File: src/rtl/tmd_pkg.sv
// Package of constants and types for the transient motion detector
// Summary of operation
// - Axis event raised when filtered sample magnitude exceeds the threshold.
// - Bypass bit 0 picks filtered data, 1 picks unfiltered data.
// - Config bits 3,2,1 enable Z,Y,X; disabled axis never raises event.
// - With latch enable set, source bits change only on a new axis event or a read.
// - Reading the source register clears it, save a same-cycle sample's result, and drops the interrupt.
// - While latched, new events may add bits and update polarity; event bits hold until read.
// - Event active at bit 6 is one when any enabled axis event is set.
// - Source holds Z,Y,X event bits at 5,3,1; bit 7 reads zero.
// - Polarity bits 4,2,0 for Z,Y,X; one means negative.
// - Threshold is unsigned 7-bit in bits 6..0, 0.063 g steps, reset zero.
// - Threshold comparison spans up to 8 g at every full-scale range.
// - Low-noise setting limits the reachable threshold to 4 g.
// - Threshold bit 7 picks decrement (0) or clear (1) on lapse.
// - Count register at 0x20 holds the required debounce count.
// - Lapsed sample decrements counter to zero, or clears it per policy.
// - Each debounce step is one output sample period.
package tmd_pkg;
   // ****************************************************************
   // Register map (APB byte address is four times the index)
   // ****************************************************************
   localparam logic [7:0] TMD_IDX_CONFIG = 8'h1d;
   localparam logic [7:0] TMD_IDX_SOURCE = 8'h1e;
   localparam logic [7:0] TMD_IDX_THRESHOLD = 8'h1f;
   localparam logic [7:0] TMD_IDX_COUNT = 8'h20;
   localparam logic [7:0] TMD_IDX_IRQ_STATUS = 8'h30;
   localparam logic [7:0] TMD_IDX_IRQ_CLEAR = 8'h31;
   localparam logic [7:0] TMD_IDX_IRQ_ENABLE = 8'h32;
   localparam int TMD_ADDR_LSB = 2;
   localparam int TMD_IDX_W = 8;
   // ****************************************************************
   // Field positions
   // ****************************************************************
   localparam int TMD_CFG_BYPASS = 0;
   localparam int TMD_CFG_X_EN = 1;
   localparam int TMD_CFG_LATCH = 4;
   localparam int TMD_CFG_W = 5;
   localparam int TMD_SRC_ACTIVE = 6;
   localparam int TMD_THS_POLICY = 7;
   localparam int TMD_THS_W = 7;
   localparam int TMD_AXES = 3;
   localparam int TMD_SAMPLE_W = 10;
   localparam logic [7:0] TMD_RESET_BYTE = 8'h00;
   // Threshold weight 0.063 g per step; sample LSB in 1/64 g units,
   // so threshold step maps to sample count scale of 4 (8 g span)
   localparam int TMD_THS_SHIFT = 2;
   // Low-noise cap: 4 g is threshold 63 steps
   localparam logic [6:0] TMD_THS_LOWNOISE_MAX = 7'h3f;
   // Sample period at 800 Hz: 1.25 ms in ns, clock 100 ns
   localparam int TMD_CLK_NS = 100;
   localparam int TMD_STEP_NS = 1250000;
   localparam int TMD_STEP_CYC = TMD_STEP_NS / TMD_CLK_NS;
   // Interrupt status bit
   localparam int TMD_IRQ_EVENT = 0;
endpackage

File: src/rtl/tmd_transient_detector.sv
// Transient motion detector core with APB register slave
//
// Our own choice: register access over APB.
`timescale 1ns/100ps
module tmd_transient_detector
   import tmd_pkg::*;
#(
   parameter int STEP_CYC = TMD_STEP_CYC
)
(
   // Clock and reset
   input wire logic ref_clk,
   input wire logic sys_rst,
   // APB slave
   input wire logic psel,
   input wire logic penable,
   input wire logic pwrite,
   input wire logic [11:0] paddr,
   input wire logic [31:0] pwdata,
   output logic [31:0] prdata,
   output logic pready,
   output logic pslverr,
   // Signed samples, 1/64 g per LSB, same clock domain
   input wire logic [TMD_SAMPLE_W-1:0] filt_x,
   input wire logic [TMD_SAMPLE_W-1:0] filt_y,
   input wire logic [TMD_SAMPLE_W-1:0] filt_z,
   input wire logic [TMD_SAMPLE_W-1:0] raw_x,
   input wire logic [TMD_SAMPLE_W-1:0] raw_y,
   input wire logic [TMD_SAMPLE_W-1:0] raw_z,
   // Low-noise setting from the control register
   input wire logic low_noise,
   // Outputs
   output logic irq,
   output logic sample_tick
);
   import tmd_pkg::*;

   // ****************************************************************
   // Registers
   // ****************************************************************
   logic [TMD_CFG_W-1:0] cfg_r;
   logic [7:0] ths_r;
   logic [7:0] count_r;
   logic [5:0] src_r;
   logic active_r;
   logic irq_sts_r;
   logic irq_en_r;
   logic [31:0] prdata_r;
   logic pready_r;
   logic pslverr_r;
   logic irq_r;
   logic tick_r;
   logic [23:0] div_r;
   logic [7:0] dbc_r [TMD_AXES];

   // ****************************************************************
   // Bus decode
   // ****************************************************************
   wire [TMD_IDX_W-1:0] idx = paddr[TMD_ADDR_LSB+TMD_IDX_W-1:TMD_ADDR_LSB];
   wire aligned = (paddr[TMD_ADDR_LSB-1:0] == 2'h0);
   wire acc = psel && penable && !pready_r;
   wire hit_cfg = aligned && idx == TMD_IDX_CONFIG;
   wire hit_src = aligned && idx == TMD_IDX_SOURCE;
   wire hit_ths = aligned && idx == TMD_IDX_THRESHOLD;
   wire hit_cnt = aligned && idx == TMD_IDX_COUNT;
   wire hit_ists = aligned && idx == TMD_IDX_IRQ_STATUS;
   wire hit_iclr = aligned && idx == TMD_IDX_IRQ_CLEAR;
   wire hit_ien = aligned && idx == TMD_IDX_IRQ_ENABLE;
   wire mapped = hit_cfg | hit_src | hit_ths | hit_cnt | hit_ists
      | hit_iclr | hit_ien;
   wire wr = acc && pwrite && mapped;
   // Read-only and write-only registers refuse the wrong direction
   wire bad = !mapped || (pwrite && (hit_src || hit_ists))
      || (!pwrite && hit_iclr);
   wire src_rd = acc && !pwrite && hit_src;

   // Source byte: bit 7 zero, event active at bit 6
   // Source layout
   wire [7:0] src_byte = {1'b0, active_r, src_r};

   wire [31:0] rd_mux =
      hit_cfg ? {27'h0, cfg_r} :
      hit_src ? {24'h0, src_byte} :
      hit_ths ? {24'h0, ths_r} :
      hit_cnt ? {24'h0, count_r} :
      hit_ists ? {31'h0, irq_sts_r} :
      hit_ien ? {31'h0, irq_en_r} : 32'h0;

   // APB answer one cycle after the access phase starts
   always_ff @(posedge ref_clk)
   begin
      if (sys_rst)
      begin
         pready_r <= 1'b0;
         pslverr_r <= 1'b0;
         prdata_r <= 32'h0;
      end
      else
      begin
         pready_r <= acc;
         pslverr_r <= acc && bad;
         prdata_r <= (acc && !pwrite && !bad) ? rd_mux : 32'h0;
      end
   end

   // Control register writes, all fields reset to zero
   // Threshold field write
   always_ff @(posedge ref_clk)
   begin
      if (sys_rst)
      begin
         cfg_r <= TMD_CFG_W'(TMD_RESET_BYTE);
         ths_r <= TMD_RESET_BYTE;
         count_r <= TMD_RESET_BYTE;
         irq_en_r <= 1'b0;
      end
      else if (wr)
      begin
         if (hit_cfg)
            cfg_r <= pwdata[TMD_CFG_W-1:0];
         if (hit_ths)
            ths_r <= pwdata[7:0];
         if (hit_cnt)
            count_r <= pwdata[7:0];
         if (hit_ien)
            irq_en_r <= pwdata[TMD_IRQ_EVENT];
      end
   end

   // ****************************************************************
   // Sample-rate divider
   // ****************************************************************
   // One step per output sample
   wire div_end = (div_r == 24'(STEP_CYC - 1));
   always_ff @(posedge ref_clk)
   begin
      if (sys_rst)
      begin
         div_r <= 24'h0;
         tick_r <= 1'b0;
      end
      else
      begin
         div_r <= div_end ? 24'h0 : div_r + 24'h1;
         tick_r <= div_end;
      end
   end

   // ****************************************************************
   // Threshold and per-axis comparison
   // ****************************************************************
   // Low-noise caps threshold at 4 g
   wire [6:0] ths_raw = ths_r[TMD_THS_W-1:0];
   wire [6:0] ths_eff = (low_noise && ths_raw > TMD_THS_LOWNOISE_MAX) ?
      TMD_THS_LOWNOISE_MAX : ths_raw;
   // Threshold scaled into 8 g sample span, independent of range
   wire [TMD_SAMPLE_W:0] ths_cmp = {2'b00, ths_eff, 2'b00};
   wire [2:0] axis_en = cfg_r[TMD_CFG_X_EN+2:TMD_CFG_X_EN];
   wire bypass = cfg_r[TMD_CFG_BYPASS];
   wire [TMD_SAMPLE_W-1:0] smp [TMD_AXES];
   assign smp[0] = bypass ? raw_x : filt_x;
   assign smp[1] = bypass ? raw_y : filt_y;
   assign smp[2] = bypass ? raw_z : filt_z;

   logic [2:0] over;
   logic [2:0] neg;
   logic [2:0] qual;
   genvar g;
   generate
      for (g = 0; g < TMD_AXES; g++)
      begin : g_axis
         wire sgn = smp[g][TMD_SAMPLE_W-1];
         wire [TMD_SAMPLE_W:0] mag = sgn ?
            (TMD_SAMPLE_W+1)'(-$signed({sgn, smp[g]})) :
            {1'b0, smp[g]};
         assign over[g] = mag > ths_cmp;
         assign neg[g] = sgn;
         // Qualified once counter reaches the count
         assign qual[g] = over[g] && (dbc_r[g] + 8'h1 >= count_r
            || dbc_r[g] == count_r);

         // Debounce counter, evaluated once per sample
         always_ff @(posedge ref_clk)
         begin
            if (sys_rst || !axis_en[g])
               dbc_r[g] <= 8'h0;
            else if (tick_r)
            begin
               if (over[g])
                  dbc_r[g] <= (dbc_r[g] >= count_r) ? count_r :
                     dbc_r[g] + 8'h1;
               else if (ths_r[TMD_THS_POLICY])
                  dbc_r[g] <= 8'h0;
               else if (dbc_r[g] != 8'h0)
                  dbc_r[g] <= dbc_r[g] - 8'h1;
            end
         end
      end
   endgenerate

   // ****************************************************************
   // Source register update
   // ****************************************************************
   // Disabled axes never raise events
   wire [2:0] hit = qual & axis_en;
   wire latch = cfg_r[TMD_CFG_LATCH];
   logic [5:0] src_nxt;
   always_comb
   begin
      src_nxt = src_r;
      for (int a = 0; a < TMD_AXES; a++)
      begin
         if (!latch)
         begin
            src_nxt[2*a+1] = hit[a];
            src_nxt[2*a] = hit[a] & neg[a];
         end
         // Frozen unless a new axis event arrives
         // New events add bits and update polarity
         else if (hit[a])
         begin
            src_nxt[2*a+1] = 1'b1;
            src_nxt[2*a] = neg[a];
         end
      end
   end

   // Active when any axis event set
   wire active_nxt = src_nxt[1] | src_nxt[3] | src_nxt[5];

   // Fresh sample result alone, used when a read clears the old bits
   wire [5:0] src_live = {hit[2], hit[2] & neg[2], hit[1],
      hit[1] & neg[1], hit[0], hit[0] & neg[0]};

   // A read in a sample cycle keeps only that sample's fresh result
   // Read outside a sample cycle clears every source bit
   always_ff @(posedge ref_clk)
   begin
      if (sys_rst)
      begin
         src_r <= 6'h0;
         active_r <= 1'b0;
      end
      else if (tick_r)
      begin
         src_r <= src_rd ? src_live : src_nxt;
         active_r <= src_rd ? |hit : active_nxt;
      end
      else if (src_rd)
      begin
         src_r <= 6'h0;
         active_r <= 1'b0;
      end
   end

   // ****************************************************************
   // Interrupt status, clear and enable
   // ****************************************************************
   // Rising edge of event active sets the sticky bit; set wins
   logic active_d_r;
   wire ev_rise = active_r && !active_d_r;
   wire iclr = wr && hit_iclr && pwdata[TMD_IRQ_EVENT];
   always_ff @(posedge ref_clk)
   begin
      if (sys_rst)
      begin
         active_d_r <= 1'b0;
         irq_sts_r <= 1'b0;
         irq_r <= 1'b0;
      end
      else
      begin
         active_d_r <= active_r;
         irq_sts_r <= ev_rise | (irq_sts_r & !iclr);
         // Pending condition also drops with the source read
         irq_r <= irq_en_r && irq_sts_r && active_r && !iclr && !src_rd;
      end
   end

   assign prdata = prdata_r;
   assign pready = pready_r;
   assign pslverr = pslverr_r;
   assign irq = irq_r;
   assign sample_tick = tick_r;
endmodule

File: config.mk
export PLATFORM = sky130hd
export DESIGN_NAME = tmd_transient_detector
export DESIGN_NICKNAME = d
export VERILOG_FILES = /design/src/rtl/tmd_pkg.sv /design/src/rtl/tmd_transient_detector.sv
export SDC_FILE = /design/constraint.sdc
export NUM_CORES = 1
export LEC_CHECK = 0
export BUFFER_PORTS_ARGS = -buffer_cell sky130_fd_sc_hd__buf_4
export CORE_MARGIN = 2
export CORE_UTILIZATION = 50
export CTS_CLUSTER_DIAMETER = 30
export DETAILED_ROUTE_END_ITERATION = 10
export GPL_ROUTABILITY_DRIVEN = 0
export PLACE_DENSITY_LB_ADDON = 0.05
export REMOVE_ABC_BUFFERS = 1
export SYNTH_ARGS = -nofsm -noshare
export SYNTH_HDL_FRONTEND = slang
export SYNTH_SLANG_ARGS = --single-unit
File: constraint.sdc
create_clock -name ref_clk -period 5.8 [get_ports ref_clk]
set_input_delay 0.29 -clock ref_clk [delete_from_list [all_inputs] [get_ports ref_clk]]
set_output_delay 0.29 -clock ref_clk [all_outputs]
set_load 0.01 [all_outputs]
==> impl_metrics.json, run 1 <==
{
  "dr.pass1.iters": 5,
  "postSynthRegisterBits": 91,
  "die_h_microns": 129,
  "synth-edff-count": 24,
  "clock-root-buffer": "clkbuf_16",
  "ioPinCount": 146,
  "portBuffers": 95,
  "worst-path-buf-inv": 1,
  "p_sw_uw": 364,
  "grt.total_usage": 0.244,
  "status": "finished clean",
  "core_sq_mm": 0.0152,
  "setup_viol": 0,
  "rsz0062_at_grt": "false",
  "syn_avg_cell_area_sq_um": 8.58,
  "yosys_warnings": 0,
  "path_class": "flip-flop to flip-flop",
  "fin_worst_skew_ns": 0.00684,
  "finalPower_mw": 1.46,
  "grt_pass1_vias": 6349,
  "seq_power_share": 0.445,
  "first_iter_violations": 470,
  "p_leak_nw": 3.72,
  "dr_total_vias": 6856,
  "cpPeakStageDelay_ns": 0.68,
  "whs_path_depth": 3,
  "wire_per_inst_microns": 16.8,
  "htreeDepth": 3,
  "antenna_left": 0,
  "r2r_cells": 13,
  "post-route-drc-count": 0,
  "cp-start-kind": "flip-flop",
  "crit_slowest_cell": "dfxtp_2",
  "cts.sinks": 91,
  "cts_setup_buffers": 0,
  "synthArstFlopShare": 0,
  "routed_wl_microns": 19900,
  "grt_pass1_wl_microns": 32300,
  "cts_resized": 0,
  "tightest_slew_ns": 1.02,
  "syn_area_sq_mm": 0.00780,
  "tritoncts": "done",
  "combPwrFrac": 0.130,
  "grt_max_degree": 37,
  "overflow": 0,
  "clkLatencyLatePin_ns": 0.36,
  "final.period_utilization": 0.759,
  "worstSetupEndpointType": "flip-flop",
  "die-area_sq_mm": 0.0166,
  "die-width_microns": 129,
  "max_freq_ghz": 0.227,
  "r2r-end": "dbc_r[1][0]$_DFFE_PP_",
  "critical_path_arrival_ns": 4.38,
  "row_count": 45,
  "drv_slew": 0,
  "diodes": 0,
  "min_to": "ths_r[5]$_SDFFE_PP0P_",
  "hold_start": "pwdata[5]",
  "antenna_found_initial": 0,
  "synthFlopType": "dfxtp_1",
  "r2r_start": "cfg_r[0]$_SDFFE_PP0P_",
  "timing.hold.ws_ns": 0.180,
  "ir_drop_v": 0.000196,
  "clk_pin_slew_worst_paths_ns": 0.06,
  "required_ns": 5.78,
  "dp_hpwl_microns": 15200,
  "path_delay_family": "simple AND/OR/NAND/NOR gates",
  "clock_path_buffers": 2,
  "num-nets-final": 1174,
  "crit_fanout": 26,
  "r2r_setup_slack_ns": 1.40,
  "start_util": 0.513,
  "swShare": 0.249,
  "hp-class": "primary input to flip-flop",
  "max_slew_margin": 0.320,
  "stdcell_area_sq_mm": 0.00886,
  "tns_ns": 0,
  "fin_crit_ns": 4.40,
  "intPower_mw": 1.10,
  "synthCells": 909,
  "power.density_mw_per_mm2": 165,
  "holdBufCountCts": 0,
  "placed_area_sq_mm": 0.00855,
  "clock_power_share": 0.425,
  "seq_area_frac_synth": 0.264,
  "maxCapViolations": 0,
  "ys_types": 72,
  "viasPerCell": 5.81,
  "area_growth_syn_to_layout_pct": 13.7,
  "cts_buffers": 9,
  "hold_viol": 0,
  "drive_gt1_frac": 0.133,
  "path_depth": 13,
  "critical_path.cell_chain": "buf_4 -> nor4b_1 -> a22oi_1 -> nor2_1 -> nor2_1 -> xnor2_1 -> ha_1 -> and2_1 -> nand4_1 -> nor4b_1 -> a32oi_2 -> o31ai_1 -> nand3b_1"
}
-- metal layers --
layer / vias up / global-route usage / share of wire
met4: 0 / 0.0646 / 0.011
met5: - / 0 / 0
met3: 17 / 0.0349 / 0.047
met1: 3206 / 0.343 / 0.49
li1: 3467 / - / -
met2: 166 / 0.395 / 0.45
-- state kept, by name, indices dropped and copies added (netlist names) --
signal       flops
irq_sts_r        1
dbc_r           24
irq_en_r         1
irq              1
prdata           8
pslverr          1
active_d_r       1
ths_r            8
src_r            6
sample_tick      1
active_r         1
div_r           24
cfg_r            5
pready           1
count_r          8
-- cell usage after synthesis, types with 3 or more instances --
| master | n | share of area |
|---|---|---|
| a211oi_1 | 5 | 0.0048 |
| a21o_1 | 15 | 0.014 |
| a21oi_1 | 39 | 0.025 |
| a221oi_1 | 3 | 0.0034 |
| a222oi_1 | 7 | 0.0090 |
| a22oi_1 | 6 | 0.0058 |
| a31oi_1 | 7 | 0.0056 |
| and2_1 | 6 | 0.0048 |
| and3_1 | 12 | 0.0096 |
| buf_2 | 7 | 0.0045 |
| buf_4 | 26 | 0.025 |
| clkbuf_1 | 19 | 0.0091 |
| dfxtp_1 | 67 | 0.17 |
| edfxtp_1 | 24 | 0.092 |
| ha_1 | 76 | 0.12 |
| inv_1 | 32 | 0.015 |
| mux2_2 | 3 | 0.0043 |
| mux2i_1 | 70 | 0.090 |
| nand2_1 | 46 | 0.022 |
| nand2b_1 | 9 | 0.0072 |
| nand3_1 | 37 | 0.024 |
| nand3b_1 | 8 | 0.0077 |
| nand4_1 | 11 | 0.0088 |
| nand4b_1 | 3 | 0.0034 |
| nor2_1 | 98 | 0.047 |
| nor2b_1 | 14 | 0.011 |
| nor3_1 | 17 | 0.011 |
| nor3b_1 | 4 | 0.0039 |
| nor4_1 | 8 | 0.0064 |
| nor4b_1 | 10 | 0.011 |
| o211ai_1 | 6 | 0.0058 |
| o21ai_0 | 34 | 0.022 |
| o21ai_1 | 4 | 0.0026 |
| o22ai_1 | 23 | 0.018 |
| o31ai_1 | 7 | 0.0067 |
| or2_2 | 4 | 0.0032 |
| or3_1 | 11 | 0.0088 |
| or4_1 | 4 | 0.0039 |
| xnor2_1 | 51 | 0.057 |
| xor2_1 | 32 | 0.036 |
-- worst max-delay path by stage --
stage	end	startpoint	slack, ns
final	dbc_r[1][0]$_DFFE_PP_	cfg_r[0]$_SDFFE_PP0P_	1.40
after global placement	dbc_r[2][7]$_SDFFCE_PN0P_	cfg_r[0]$_SDFFE_PP0P_	1.40
after global routing	dbc_r[1][4]$_DFFE_PP_	cfg_r[0]$_SDFFE_PP0P_	0.96
after detailed placement	dbc_r[2][7]$_SDFFCE_PN0P_	cfg_r[0]$_SDFFE_PP0P_	1.36
after CTS	dbc_r[2][6]$_SDFFCE_PN0P_	cfg_r[0]$_SDFFE_PP0P_	1.35
after floorplan	dbc_r[0][0]$_DFFE_PP_	cfg_r[0]$_SDFFE_PP0P_	0.89
-- tightest hold or removal path, delay by kind of cell --
family	cells	cell delay (ns)
buffers and inverters	1	0.08
muxes	1	0.05
and+or+nand+nor	1	0.07
-- cells by family after synthesis --
kind of cell / share of synthesized area
and+or+nand+nor: 0.214
AOI/OAI and AO/OA: 0.155
DFF: 0.264
buffers and inverters: 0.0550
xor gates and xnor gates: 0.0932
adders and majority gates: 0.123
muxes: 0.0942
other: 0.000481
-- cell usage in the layout, fill, tap and decap left out, drive strengths merged, types with 11 or more instances in the layout --
master and count:
a21o 15, a21oi 39, and3 12, buf 99
conb 24, dfxtp 67, edfxtp 24, ha 76
inv 34, mux2i 70, nand2 46, nand3 39
nand4 11, nor2 98, nor2b 14, nor3 18
nor4b 11, o21ai 38, o22ai 23, or3 11
xnor2 51, xor2 32
-- power groups by stage --
stage,clock [mW],combinational [mW],sequential [mW]
global route,0.652,0.214,0.651
detailed placement,0,0.188,0.666
floorplan,0,0.104,0.666
CTS,0.627,0.189,0.652
finish,0.622,0.190,0.652
global placement,0,0.187,0.666
-- layout make-up --
class / count / area (sq um)
Clock buffer: 10 / 250
Clock inverter: 5 / 58.8
Fill cell: 1407 / 6340
Inverter: 32 / 120
Multi-Input combinational cell: 755 / 5390
Sequential cell: 91 / 2060
Tap cell: 188 / 235
Timing Repair Buffer: 99 / 743
-- through the flow --
step                 util  setup WS, ns  cells
floorplan               -         0.885    878
global placement    0.563          1.40   1165
detailed placement  0.563          1.36   1165
CTS                 0.583          1.35   1180
global route        0.583         0.964   1180
finish              0.583          1.40   1180
Power figures use the tool's default switching activity.
==> run 2: changes to the inputs <==
==> constraint.sdc (replaced) <==
create_clock -name ref_clk -period 4.5 [get_ports ref_clk]
set_input_delay 0.225 -clock ref_clk [delete_from_list [all_inputs] [get_ports ref_clk]]
set_output_delay 0.225 -clock ref_clk [all_outputs]
set_load 0.01 [all_outputs]
==> impl_metrics.json, run 2 (same netlist as run 1, synthesis figures left out) <==
{
  "crit_fanout": 20,
  "wire_per_inst_microns": 17.0,
  "fill_cells": 1429,
  "timing.hold.ws_ns": 0.127,
  "required_ns": 4.60,
  "dr.pass1.iters": 6,
  "clk_pin_slew_worst_paths_ns": 0.07,
  "r2r_cells": 14,
  "start_util": 0.513,
  "setup_slack_ns": 0.420,
  "path_class": "flip-flop to flip-flop",
  "num-nets-final": 1180,
  "hp-class": "primary input to flip-flop",
  "cts_buffers": 9,
  "fin_crit_ns": 4.08,
  "clock-root-buffer": "clkbuf_16",
  "core_sq_mm": 0.0152,
  "portBuffers": 95,
  "worstSetupEndpointType": "flip-flop",
  "cp-start-kind": "flip-flop",
  "cts.sinks": 91,
  "multi_input_area_sq_mm": 0.00539,
  "holdBufCountCts": 0,
  "grt_pass1_vias": 6402,
  "tightest_slew_ns": 1.03,
  "max_slew_margin": 0.310,
  "die-area_sq_mm": 0.0166,
  "ioPinCount": 146,
  "p_leak_nw": 3.76,
  "grt_pass1_wl_microns": 32500,
  "dp_hpwl_microns": 15500,
  "overflow": 0,
  "setup_viol": 0,
  "tns_ns": 0,
  "die-width_microns": 129,
  "max_freq_ghz": 0.245,
  "ir_drop_v": 0.000219,
  "hold_viol": 0,
  "first_iter_violations": 544,
  "critical_path_arrival_ns": 4.18,
  "rsz0062_at_grt": "false",
  "mostFrequentLayoutCells": "buf_4, nor2_1, ha_1",
  "row_count": 45,
  "fin_worst_skew_ns": 0.0142,
  "area_growth_syn_to_layout_pct": 14.5,
  "die_h_microns": 129,
  "regArea_sq_mm": 0.00206,
  "whs_path_depth": 3,
  "dp_worst_setup_slack_ns": 0.412,
  "antenna_left": 0,
  "clock_path_buffers": 2,
  "drv_slew": 0,
  "post-route-drc-count": 0,
  "clkLatencyLatePin_ns": 0.35,
  "tritoncts": "done",
  "power.density_mw_per_mm2": 214,
  "diodes": 0,
  "htreeDepth": 3,
  "final.period_utilization": 0.907,
  "cts_setup_buffers": 0,
  "drive_gt1_frac": 0.136,
  "grt.total_usage": 0.245,
  "dr_total_vias": 6962,
  "status": "finished clean",
  "finalPower_mw": 1.91,
  "antenna_found_initial": 0,
  "reg_top3": "dbc_r (24), div_r (24)",
  "viasPerCell": 5.87,
  "grt_max_degree": 37,
  "routed_wl_microns": 20100,
  "maxCapViolations": 0,
  "layout_commonest_cell": "buf_4",
  "cts_resized": 0
}
run 2: cell types whose count changed in the layout (fill, tap and decap cells not counted), sizes merged:
cell,before,now
buf,99,105
clkbuf,10,14
inv,34,32
clkinv,2,1
run 2: routing by layer:
| metal | up-vias | GRT usage | part of all wire | routed length [microns] |
|---|---|---|---|---|
| li1 | 3474 | - | - | - |
| met1 | 3280 | 0.358 | 0.49 | 9870 |
| met2 | 188 | 0.385 | 0.44 | 8860 |
| met3 | 20 | 0.0312 | 0.057 | 1150 |
| met4 | 0 | 0.0607 | 0.013 | 255 |
| met5 | - | 0 | 0 | 0 |
run 2: worst paths after layout:
path,from,endpoint,slack (ns)
setup / recovery,cfg_r[0]$_SDFFE_PP0P_,dbc_r[2][0]$_SDFFCE_PN0P_,0.42
hold / removal,pwdata[5],ths_r[5]$_SDFFE_PP0P_,0.13
setup reg to reg,cfg_r[0]$_SDFFE_PP0P_,dbc_r[2][0]$_SDFFCE_PN0P_,0.42
hold reg to reg,div_r[0]$_SDFF_PP0_,div_r[0]$_SDFF_PP0_,0.46
run 2: area by class of cell:
type                    instances  share of cell area
clock inverters                 2             0.00435
flip-flops and latches         91               0.231
clock buffers                  14              0.0321
repair buffers                105              0.0883
inverters                      32              0.0135
well taps                     188              0.0264
multi-input cells             755               0.604
run 2: critical path, cell delays in order, from the launching register on:
cell	delay, ns
dfxtp_2	0.61
buf_4	0.28
mux2i_1	0.21
ha_1	0.27
nor4b_1	0.38
a22oi_1	0.15
o21ai_0	0.22
xor2_1	0.10
ha_1	0.32
nand4_1	0.09
nor3b_1	0.23
a32o_1	0.29
or3_1	0.40
o21ai_1	0.13
o2bb2ai_1	0.15
run 2: report_power, final:
group,total (mW),internal (mW),switching [mW]
clock network,0.819,0.500,0.319
logic,0.250,0.119,0.131
registers,0.840,0.838,0.00239
total,1.91,1.46,0.452
run 2: stage by stage:
stage / util / cells / cell area, sq um
final: 0.587 / 1187 / 8920
after global routing: 0.587 / 1187 / 8920
after CTS: 0.587 / 1187 / 8920
after detailed placement: 0.566 / 1171 / 8600
after global placement: 0.566 / 1171 / 8600
after floorplan: - / 878 / 7570
